## config.mk

```make
export PLATFORM = sky130hd
export DESIGN_NAME = dce_event_ctrl
export DESIGN_NICKNAME = d
export VERILOG_FILES = /design/src/dce_pkg.sv /design/src/dce_blank_win.sv /design/src/dce_event_ctrl.sv
export VERILOG_INCLUDE_DIRS = /design/src
export SDC_FILE = /design/constraint.sdc
export NUM_CORES = 1
export LEC_CHECK = 0
export ABC_AREA = 1
export BUFFER_PORTS_ARGS = -buffer_cell sky130_fd_sc_hd__buf_4
export CORE_UTILIZATION = 40
export CTS_BUF_LIST = sky130_fd_sc_hd__clkbuf_4
export DETAILED_ROUTE_END_ITERATION = 6
export GPL_TIMING_DRIVEN = 0
export MAX_ROUTING_LAYER = met4
export PLACE_DENSITY_LB_ADDON = 0.25
export SKIP_LAST_GASP = 1
export SLEW_MARGIN = 20
export SYNTH_ARGS = -nofsm -noshare
export SYNTH_HDL_FRONTEND = slang
export SYNTH_SLANG_ARGS = --single-unit
export TNS_END_PERCENT = 5
```

## constraint.sdc

```tcl
create_clock -name MCLK -period 4.6 [get_ports MCLK]
set_input_delay 0 -clock MCLK [delete_from_list [all_inputs] [get_ports MCLK]]
set_output_delay 0 -clock MCLK [all_outputs]
set_load 0.03 [all_outputs]
```

## src/dce_params.svh

```systemverilog
// Constants, register map and field positions of the compare event control.
// Assumes inclusion by bare name from the package and the modules.
// Contract
// - A2 force path select is bit 9.
// - A2 source raw or filtered, bit 8.
// - A1 sync pulse enabled by bit 3.
// - A1 conversion start enabled by bit 2.
// - A1 force path select is bit 1.
// - A1 source raw or filtered, bit 0.
// - B2 force path select is bit 9.
// - B2 source raw or filtered, bit 8.
// - B1 sync pulse enabled by bit 3.
// - B1 conversion start enabled by bit 2.
// - B1 force path select is bit 1.
// - B1 source raw or filtered, bit 0.
// - Alignment strobe: 00 period, 01 zero.
// - Filter bit 3 inverts blanking window.
// - Filter bit 2 enables blanking window.
// - Filter bits 1-0 choose filter source.
// - Shadow mode copies capture at strobe.
// - Active mode reads the live capture.
// - Capture bit 0 enables counter capture.
// - Capture first filtered rise per period.
// - Offset loads at strobe, counts down.
`ifndef DCE_PARAMS_SVH
`define DCE_PARAMS_SVH
`define DCE_ADDR_ACTL     12'h000
`define DCE_ADDR_BCTL     12'h004
`define DCE_ADDR_FCTL     12'h008
`define DCE_ADDR_CAPCTL   12'h00c
`define DCE_ADDR_CAP      12'h010
`define DCE_ADDR_OFFSET   12'h014
`define DCE_ADDR_OFFCNT   12'h018
`define DCE_ADDR_WINDOW   12'h01c
`define DCE_EV_MASK       16'h030f
`define DCE_FCTL_MASK     16'h003f
`define DCE_CAPCTL_MASK   16'h0003
`define DCE_B_SRC1        0
`define DCE_B_FRC1        1
`define DCE_B_SOC1        2
`define DCE_B_SYNC1       3
`define DCE_B_SRC2        8
`define DCE_B_FRC2        9
`define DCE_B_BLANK_EN    2
`define DCE_B_BLANK_INV   3
`define DCE_F_SRC_LO      0
`define DCE_F_SRC_HI      1
`define DCE_F_ALIGN_LO    4
`define DCE_F_ALIGN_HI    5
`define DCE_B_CAP_EN      0
`define DCE_B_SHDW        1
`define DCE_ALIGN_PRD     2'h0
`define DCE_ALIGN_ZERO    2'h1
`define DCE_RST16         16'h0000
`endif

```

## src/dce_pkg.sv

```systemverilog
// Types shared by the compare event control modules.
// Assumes the params header is on the include path.
package dce_pkg;
  `include "dce_params.svh"
  typedef logic [15:0] dce_word_t;
  typedef enum logic [2:0] {
    DCE_IDLE  = 3'b001,
    DCE_COUNT = 3'b010,
    DCE_OPEN  = 3'b100
  } dce_blank_e;
endpackage

```

## src/dce_blank_win.sv

```systemverilog
// Blanking window timer: offset countdown then a window of the programmed width plus one cycle.
// Assumes the alignment strobe is a one-cycle pulse on the module clock.
`timescale 1ns/1ns
`include "dce_params.svh"
module dce_blank_win
  import dce_pkg::*;
(
  // Clock and reset
  input  wire logic      clk,
  input  wire logic      rst_n,
  // Control
  input  wire logic      align,
  input  wire dce_word_t offset,
  input  wire dce_word_t width,
  // State
  output logic           window,
  output dce_word_t      offset_count
);
  dce_blank_e state;
  dce_word_t  win_count;

  // Offset loads at each strobe, even mid-window, so the timer restarts.
  always_ff @(posedge clk)
  begin
    if (!rst_n)
    begin
      state        <= DCE_IDLE;
      offset_count <= `DCE_RST16;
      win_count    <= `DCE_RST16;
    end
    else if (align)
    begin
      state        <= DCE_COUNT;
      offset_count <= offset;
      win_count    <= width;
    end
    else
    begin
      case (state)
        DCE_IDLE:
          state <= DCE_IDLE;
        DCE_COUNT:
          if (offset_count == `DCE_RST16)
            state <= DCE_OPEN;
          else
            offset_count <= offset_count - 16'h0001;
        DCE_OPEN:
          if (win_count == `DCE_RST16)
            state <= DCE_IDLE;
          else
            win_count <= win_count - 16'h0001;
        default:
          state <= DCE_IDLE;
      endcase
    end
  end

  // The window is a decode of state, so it opens the cycle after the count reaches zero.
  assign window = (state == DCE_OPEN);
endmodule

```

## src/dce_event_ctrl.sv

```systemverilog
// Compare event control: event routing, filter, blanking and capture.
// Assumes APB3 master on MCLK; raw events and strobes come from the
// time-base logic on MCLK itself, so they are not resynchronised.
`timescale 1ns/1ns
`include "dce_params.svh"
module dce_event_ctrl
  import dce_pkg::*;
(
  // Clock and reset
  input  wire logic        MCLK,
  input  wire logic        RST_N,
  // APB slave
  input  wire logic        PSEL,
  input  wire logic        PENABLE,
  input  wire logic        PWRITE,
  input  wire logic [11:0] PADDR,
  input  wire logic [31:0] PWDATA,
  output logic      [31:0] PRDATA,
  output logic             PREADY,
  output logic             PSLVERR,
  // Raw compare events and time-base strobes
  input  wire logic        RAW_A1,
  input  wire logic        RAW_A2,
  input  wire logic        RAW_B1,
  input  wire logic        RAW_B2,
  input  wire logic        PRD_STROBE,
  input  wire logic        ZERO_STROBE,
  input  wire logic [15:0] TIME_BASE_COUNT,
  // Routed events
  output logic             COMPARE_A_EVENT_ONE,
  output logic             COMPARE_A_EVENT_TWO,
  output logic             COMPARE_B_EVENT_ONE,
  output logic             COMPARE_B_EVENT_TWO,
  output logic             A1_ASYNC_PATH,
  output logic             A2_ASYNC_PATH,
  output logic             B1_ASYNC_PATH,
  output logic             B2_ASYNC_PATH,
  output logic             FILTERED_EVENT,
  output logic             A1_SYNC_PULSE,
  output logic             A1_CONV_START,
  output logic             B1_SYNC_PULSE,
  output logic             B1_CONV_START
);
  dce_word_t a_ctl;
  dce_word_t b_ctl;
  dce_word_t f_ctl;
  dce_word_t cap_ctl;
  dce_word_t offset_reg;
  dce_word_t window_reg;
  dce_word_t cap_active;
  dce_word_t cap_shadow;
  dce_word_t offset_count;
  logic      cap_armed;
  logic      filt_prev;
  logic      align;
  logic      blank_win;
  logic      eff_win;
  logic      filt_src;
  logic      filt_evt;
  logic      next_a1;
  logic      next_a2;
  logic      next_b1;
  logic      next_b2;
  logic      wr_en;
  logic      rd_en;
  logic      addr_ok;
  logic      cap_rise;

  // Picks raw or filtered; shared by the four event outputs.
  function automatic logic pick(input logic sel, input logic raw,
                                input logic filt);
    pick = sel ? filt : raw;
  endfunction

  // Address decode used by both the write enable and the error answer.
  function automatic logic mapped(input logic [11:0] a);
    mapped = (a == `DCE_ADDR_ACTL) || (a == `DCE_ADDR_BCTL) ||
             (a == `DCE_ADDR_FCTL) || (a == `DCE_ADDR_CAPCTL) ||
             (a == `DCE_ADDR_CAP) || (a == `DCE_ADDR_OFFSET) ||
             (a == `DCE_ADDR_OFFCNT) || (a == `DCE_ADDR_WINDOW);
  endfunction

  // Zero-wait slave: every access completes in its first access cycle.
  assign addr_ok = mapped(PADDR);
  assign PREADY  = 1'b1;
  assign PSLVERR = PSEL && PENABLE && !addr_ok;
  assign wr_en   = PSEL && PENABLE && PWRITE && addr_ok;
  assign rd_en   = PSEL && !PENABLE && !PWRITE;

  // Control registers; reserved bits are masked so they stay zero.
  always_ff @(posedge MCLK)
  begin
    if (!RST_N)
    begin
      a_ctl      <= `DCE_RST16;
      b_ctl      <= `DCE_RST16;
      f_ctl      <= `DCE_RST16;
      cap_ctl    <= `DCE_RST16;
      offset_reg <= `DCE_RST16;
      window_reg <= `DCE_RST16;
    end
    else if (wr_en)
    begin
      case (PADDR)
        `DCE_ADDR_ACTL:   a_ctl   <= PWDATA[15:0] & `DCE_EV_MASK;
        `DCE_ADDR_BCTL:   b_ctl   <= PWDATA[15:0] & `DCE_EV_MASK;
        `DCE_ADDR_FCTL:   f_ctl   <= PWDATA[15:0] & `DCE_FCTL_MASK;
        `DCE_ADDR_CAPCTL: cap_ctl <= PWDATA[15:0] & `DCE_CAPCTL_MASK;
        `DCE_ADDR_OFFSET: offset_reg <= PWDATA[15:0];
        `DCE_ADDR_WINDOW: window_reg <= PWDATA[15:0];
        default:          a_ctl   <= a_ctl;
      endcase
    end
  end

  // Read data is registered in the setup cycle and valid in access.
  always_ff @(posedge MCLK)
  begin
    if (!RST_N)
      PRDATA <= 32'h0000_0000;
    else if (rd_en)
    begin
      case (PADDR)
        `DCE_ADDR_ACTL:   PRDATA <= {16'h0000, a_ctl};
        `DCE_ADDR_BCTL:   PRDATA <= {16'h0000, b_ctl};
        `DCE_ADDR_FCTL:   PRDATA <= {16'h0000, f_ctl};
        `DCE_ADDR_CAPCTL: PRDATA <= {16'h0000, cap_ctl};
        `DCE_ADDR_CAP:
          if (cap_ctl[`DCE_B_SHDW])
            PRDATA <= {16'h0000, cap_active};
          else
            PRDATA <= {16'h0000, cap_shadow};
        `DCE_ADDR_OFFSET: PRDATA <= {16'h0000, offset_reg};
        `DCE_ADDR_OFFCNT: PRDATA <= {16'h0000, offset_count};
        `DCE_ADDR_WINDOW: PRDATA <= {16'h0000, window_reg};
        default:          PRDATA <= 32'h0000_0000;
      endcase
    end
  end

  // Reserved alignment codes select no strobe, so the timers run out and are never reloaded.
  always_comb
  begin
    case (f_ctl[`DCE_F_ALIGN_HI:`DCE_F_ALIGN_LO])
      `DCE_ALIGN_PRD:  align = PRD_STROBE;
      `DCE_ALIGN_ZERO: align = ZERO_STROBE;
      default:         align = 1'b0;
    endcase
  end

  // Filter source select.
  always_comb
  begin
    case (f_ctl[`DCE_F_SRC_HI:`DCE_F_SRC_LO])
      2'h0:    filt_src = RAW_A1;
      2'h1:    filt_src = RAW_A2;
      2'h2:    filt_src = RAW_B1;
      default: filt_src = RAW_B2;
    endcase
  end

  dce_blank_win u_blank
  (
    .clk          (MCLK),
    .rst_n        (RST_N),
    .align        (align),
    .offset       (offset_reg),
    .width        (window_reg),
    .window       (blank_win),
    .offset_count (offset_count)
  );

  // Inversion applies only while blanking is enabled at all.
  assign eff_win  = f_ctl[`DCE_B_BLANK_EN] &&
                    (blank_win ^ f_ctl[`DCE_B_BLANK_INV]);
  assign filt_evt = filt_src && !eff_win;

  // Event routing is combinational into flip-flop outputs.
  assign next_a1 = pick(a_ctl[`DCE_B_SRC1], RAW_A1, filt_evt);
  assign next_a2 = pick(a_ctl[`DCE_B_SRC2], RAW_A2, filt_evt);
  assign next_b1 = pick(b_ctl[`DCE_B_SRC1], RAW_B1, filt_evt);
  assign next_b2 = pick(b_ctl[`DCE_B_SRC2], RAW_B2, filt_evt);

  // Outputs registered, so each event shows one cycle after its input.
  always_ff @(posedge MCLK)
  begin
    if (!RST_N)
    begin
      COMPARE_A_EVENT_ONE <= 1'b0;
      COMPARE_A_EVENT_TWO <= 1'b0;
      COMPARE_B_EVENT_ONE <= 1'b0;
      COMPARE_B_EVENT_TWO <= 1'b0;
      FILTERED_EVENT      <= 1'b0;
      A1_SYNC_PULSE       <= 1'b0;
      A1_CONV_START       <= 1'b0;
      B1_SYNC_PULSE       <= 1'b0;
      B1_CONV_START       <= 1'b0;
    end
    else
    begin
      COMPARE_A_EVENT_ONE <= next_a1;
      COMPARE_A_EVENT_TWO <= next_a2;
      COMPARE_B_EVENT_ONE <= next_b1;
      COMPARE_B_EVENT_TWO <= next_b2;
      FILTERED_EVENT      <= filt_evt;
      A1_SYNC_PULSE       <= next_a1 && a_ctl[`DCE_B_SYNC1];
      A1_CONV_START       <= next_a1 && a_ctl[`DCE_B_SOC1];
      B1_SYNC_PULSE       <= next_b1 && b_ctl[`DCE_B_SYNC1];
      B1_CONV_START       <= next_b1 && b_ctl[`DCE_B_SOC1];
    end
  end

  // Force path selects are levels straight from the control registers.
  assign A1_ASYNC_PATH = a_ctl[`DCE_B_FRC1];
  assign A2_ASYNC_PATH = a_ctl[`DCE_B_FRC2];
  assign B1_ASYNC_PATH = b_ctl[`DCE_B_FRC1];
  assign B2_ASYNC_PATH = b_ctl[`DCE_B_FRC2];

  // Edge detect on the unregistered filtered event.
  always_ff @(posedge MCLK)
  begin
    if (!RST_N)
      filt_prev <= 1'b0;
    else
      filt_prev <= filt_evt;
  end

  assign cap_rise = filt_evt && !filt_prev;

  // Capture once per alignment period; the strobe re-arms and wins
  // over a rise in the same cycle, which is then not captured.
  always_ff @(posedge MCLK)
  begin
    if (!RST_N)
    begin
      cap_active <= `DCE_RST16;
      cap_armed  <= 1'b1;
    end
    else if (align)
      cap_armed <= 1'b1;
    else if (cap_rise && cap_armed && cap_ctl[`DCE_B_CAP_EN])
    begin
      cap_active <= TIME_BASE_COUNT;
      cap_armed  <= 1'b0;
    end
  end

  // Shadow copy follows the active value at each alignment strobe while cap_ctl bit 1 is clear.
  always_ff @(posedge MCLK)
  begin
    if (!RST_N)
      cap_shadow <= `DCE_RST16;
    else if (align && !cap_ctl[`DCE_B_SHDW])
      cap_shadow <= cap_active;
  end
endmodule

```

==> flow_metrics.tcl <==
set metrics [dict create \
    tightest_slew_ps 772 \
    drt-initial-drc-count 795 \
    vias 8042 \
    cts.sinks 145 \
    maxCapViolations 0 \
    drcViolationCount 0 \
    cts_tree "built" \
    r2r_start "u_blank.state[1]$_SDFFE_PN0P_" \
    maxSlewViolCount 0 \
    critPathMaxFanout 10 \
    core_area_um2 19000 \
    final_core_util_pct 50.7 \
    power_density_nw_per_um2 251 \
    final_cell_mix "nand2_1, inv_1, dfxtp_1, nor2_1, buf_4" \
    synth_cell_type_count 37 \
    hp-start "PADDR[8]" \
    path_class "reg -> reg" \
    gp_congestion 0.931 \
    crit_arrival_ps 2650 \
    die_area_um2 20200 \
    hold_viol_final 0 \
    place_hpwl_um 18200 \
    post_route_cells_drive_above_1_share_pct 17.1 \
    final_common_cell "nand2_1" \
    syn_area_um2 7850 \
    status "complete, no violations" \
    first_pass_iters 6 \
    fmax_ghz 0.461 \
    synth-seq-cells 145 \
    syn_area_per_cell_um2 6.60 \
    r2r-end "cap_active[3]$_SDFFE_PN0P_" \
    initial_core_util_pct 41.4 \
    cts_hold_buf 47 \
    setup_slack_ps 2430 \
    cts_buffers 17 \
    postCtsSetupBuffers 0 \
    cts-root-buf "clkbuf_4" \
    viasPerCell 4.94 \
    regToRegSetupSlack_ps 2430 \
    nNetsFinal 1427 \
    synth_cells 1189 \
    antenna_found_initial 1 \
    placedCellCount 1548 \
    ioPinCount 118 \
    skew_ps 31.9 \
    clk_pin_slew_worst_paths_ps 150 \
    worstSetupStartpointType "flop" \
    grt_pass1_vias 7355 \
    fp.dieW_um 142 \
    reg2regPathDepth 11 \
    grt_max_degree 17 \
    clk_latency_ps 590 \
    ir_drop_mv 0.170 \
    fin_crit_sh_pct 47.2 \
    multiInputGateArea_um2 3940 \
    finalSetupViolCount 0 \
    areaGrowthSynthToFinish_pct 22.5 \
    antenna_left 0 \
    placementRows 50 \
    wire_per_inst_um 14.9 \
    pre_cts_ws_ps 2440 \
    fill_cells 1917 \
    routed_wl_um 24200 \
    cts_max_path_buffers 2 \
    min_delay_path_depth 8 \
    grt_use_total_pct 25.6 \
    p_leak_nw 4.35 \
    overflow 0 \
    fin_cells 1627 \
    rsz0062_at_grt "no" \
    die_y_um 142 \
    min_period_ps 2170 \
    hold_path_class "in -> reg" \
    grt_pass1_wl_um 38500 \
    yosysSeqAreaShare_pct 37.0 \
    port_buffers 84 \
    htreeDepth 4 \
    synth_warnings 0 \
    crit_path_end_kind "flop" \
    register_area_um2 2900 \
    min_to "PRDATA[10]$_SDFFE_PN0P_" \
    fin_setup_tns_ps 0 \
    worstPathRequired_ps 5080 \
    ctsResizeCount 0 \
    slew-limit-headroom_pct 48.3 \
]
logic make-up after synthesis:
| logic type | count (synthesis) | synth area share, % |
|---|---|---|
| compound gates | 204 | 13.9 |
| xor+xnor | 16 | 1.78 |
| fa+ha+maj | 2 | 0.319 |
| buf+inv | 245 | 13.6 |
| flops | 145 | 37.0 |
| other cells | 2 | 0.0956 |
| simple gates | 575 | 33.4 |
how the worst max path moves through the flow:
stage	start	end	slack (ps)
4_1_cts	u_blank.state[1]$_SDFFE_PN0P_	cap_active[3]$_SDFFE_PN0P_	2420
3_3_place_gp	u_blank.state[1]$_SDFFE_PN0P_	cap_active[14]$_SDFFE_PN0P_	2490
6_report	u_blank.state[1]$_SDFFE_PN0P_	cap_active[3]$_SDFFE_PN0P_	2430
5_1_grt	u_blank.state[1]$_SDFFE_PN0P_	cap_active[4]$_SDFFE_PN0P_	2120
3_5_place_dp	u_blank.state[1]$_SDFFE_PN0P_	cap_active[3]$_SDFFE_PN0P_	2440
2_1_floorplan	u_blank.offset_count[0]$_SDFFE_PN0P_	u_blank.offset_count[3]$_SDFFE_PN0P_	2990
worst max-delay path, stage by stage (launching register included):
cell	delay, ps
dfxtp_1	330
inv_1	60
nand2_1	50
nor2_1	270
nand2_1	110
nand3_1	90
nand2_1	190
inv_1	130
nand3_1	270
clkbuf_1	290
o21ai_0	220
a21oi_1	60
power breakdown:
part           switching (mW)  internal, mW  total, mW
Sequential             0.0107          1.27       1.28
Clock                   0.501         0.325      0.826
Combinational           0.185         0.118      0.303
final cells by class:
class                   instances  share of cell area, %
plain buffers                  67                   4.12
inverters                     178                   6.97
clock buffers                  18                   1.41
flip-flops and latches        145                   30.2
multi-input cells             814                   41.0
repair buffers                131                   11.4
diodes                          2                 0.0520
clock inverters                12                   1.42
well taps                     260                   3.38
cells in the mapped netlist (all sizes together):
cell type	number	area, um^2
nand3	91	548
a31oi	6	37.5
xnor2	6	52.6
clkinv	1	3.75
nor4	2	12.5
o21a	1	7.51
ha	2	25.0
inv	177	667
nor3	7	35.0
clkbuf	24	90.1
or2	1	6.26
buf	43	307
conb	2	7.51
a22oi	8	60.1
o211ai	9	67.6
o21ai	88	452
nand2	300	1190
dfxtp	145	2900
nand4	38	238
o22ai	3	18.8
a21oi	89	445
xor2	10	87.6
nor2	136	596
routing by layer:
metal  GRT usage [%]  share of wire [%]
met1            33.5                 46
met2            39.6                 45
met3            4.54                6.8
met4            8.94                2.0
met5               -                  0
stage by stage:
stage | cell area [um^2] | hold WS (ps) | total power [mW]
after floorplan | 7910 | 143 | 1.48
after global routing | 9620 | 54.7 | 2.50
final | 9620 | 54.8 | 2.41
after CTS | 9610 | 43.9 | 2.42
after global placement | 8860 | 271 | 1.58
after detailed placement | 8870 | 279 | 1.58
Power figures use the tool's default switching activity.
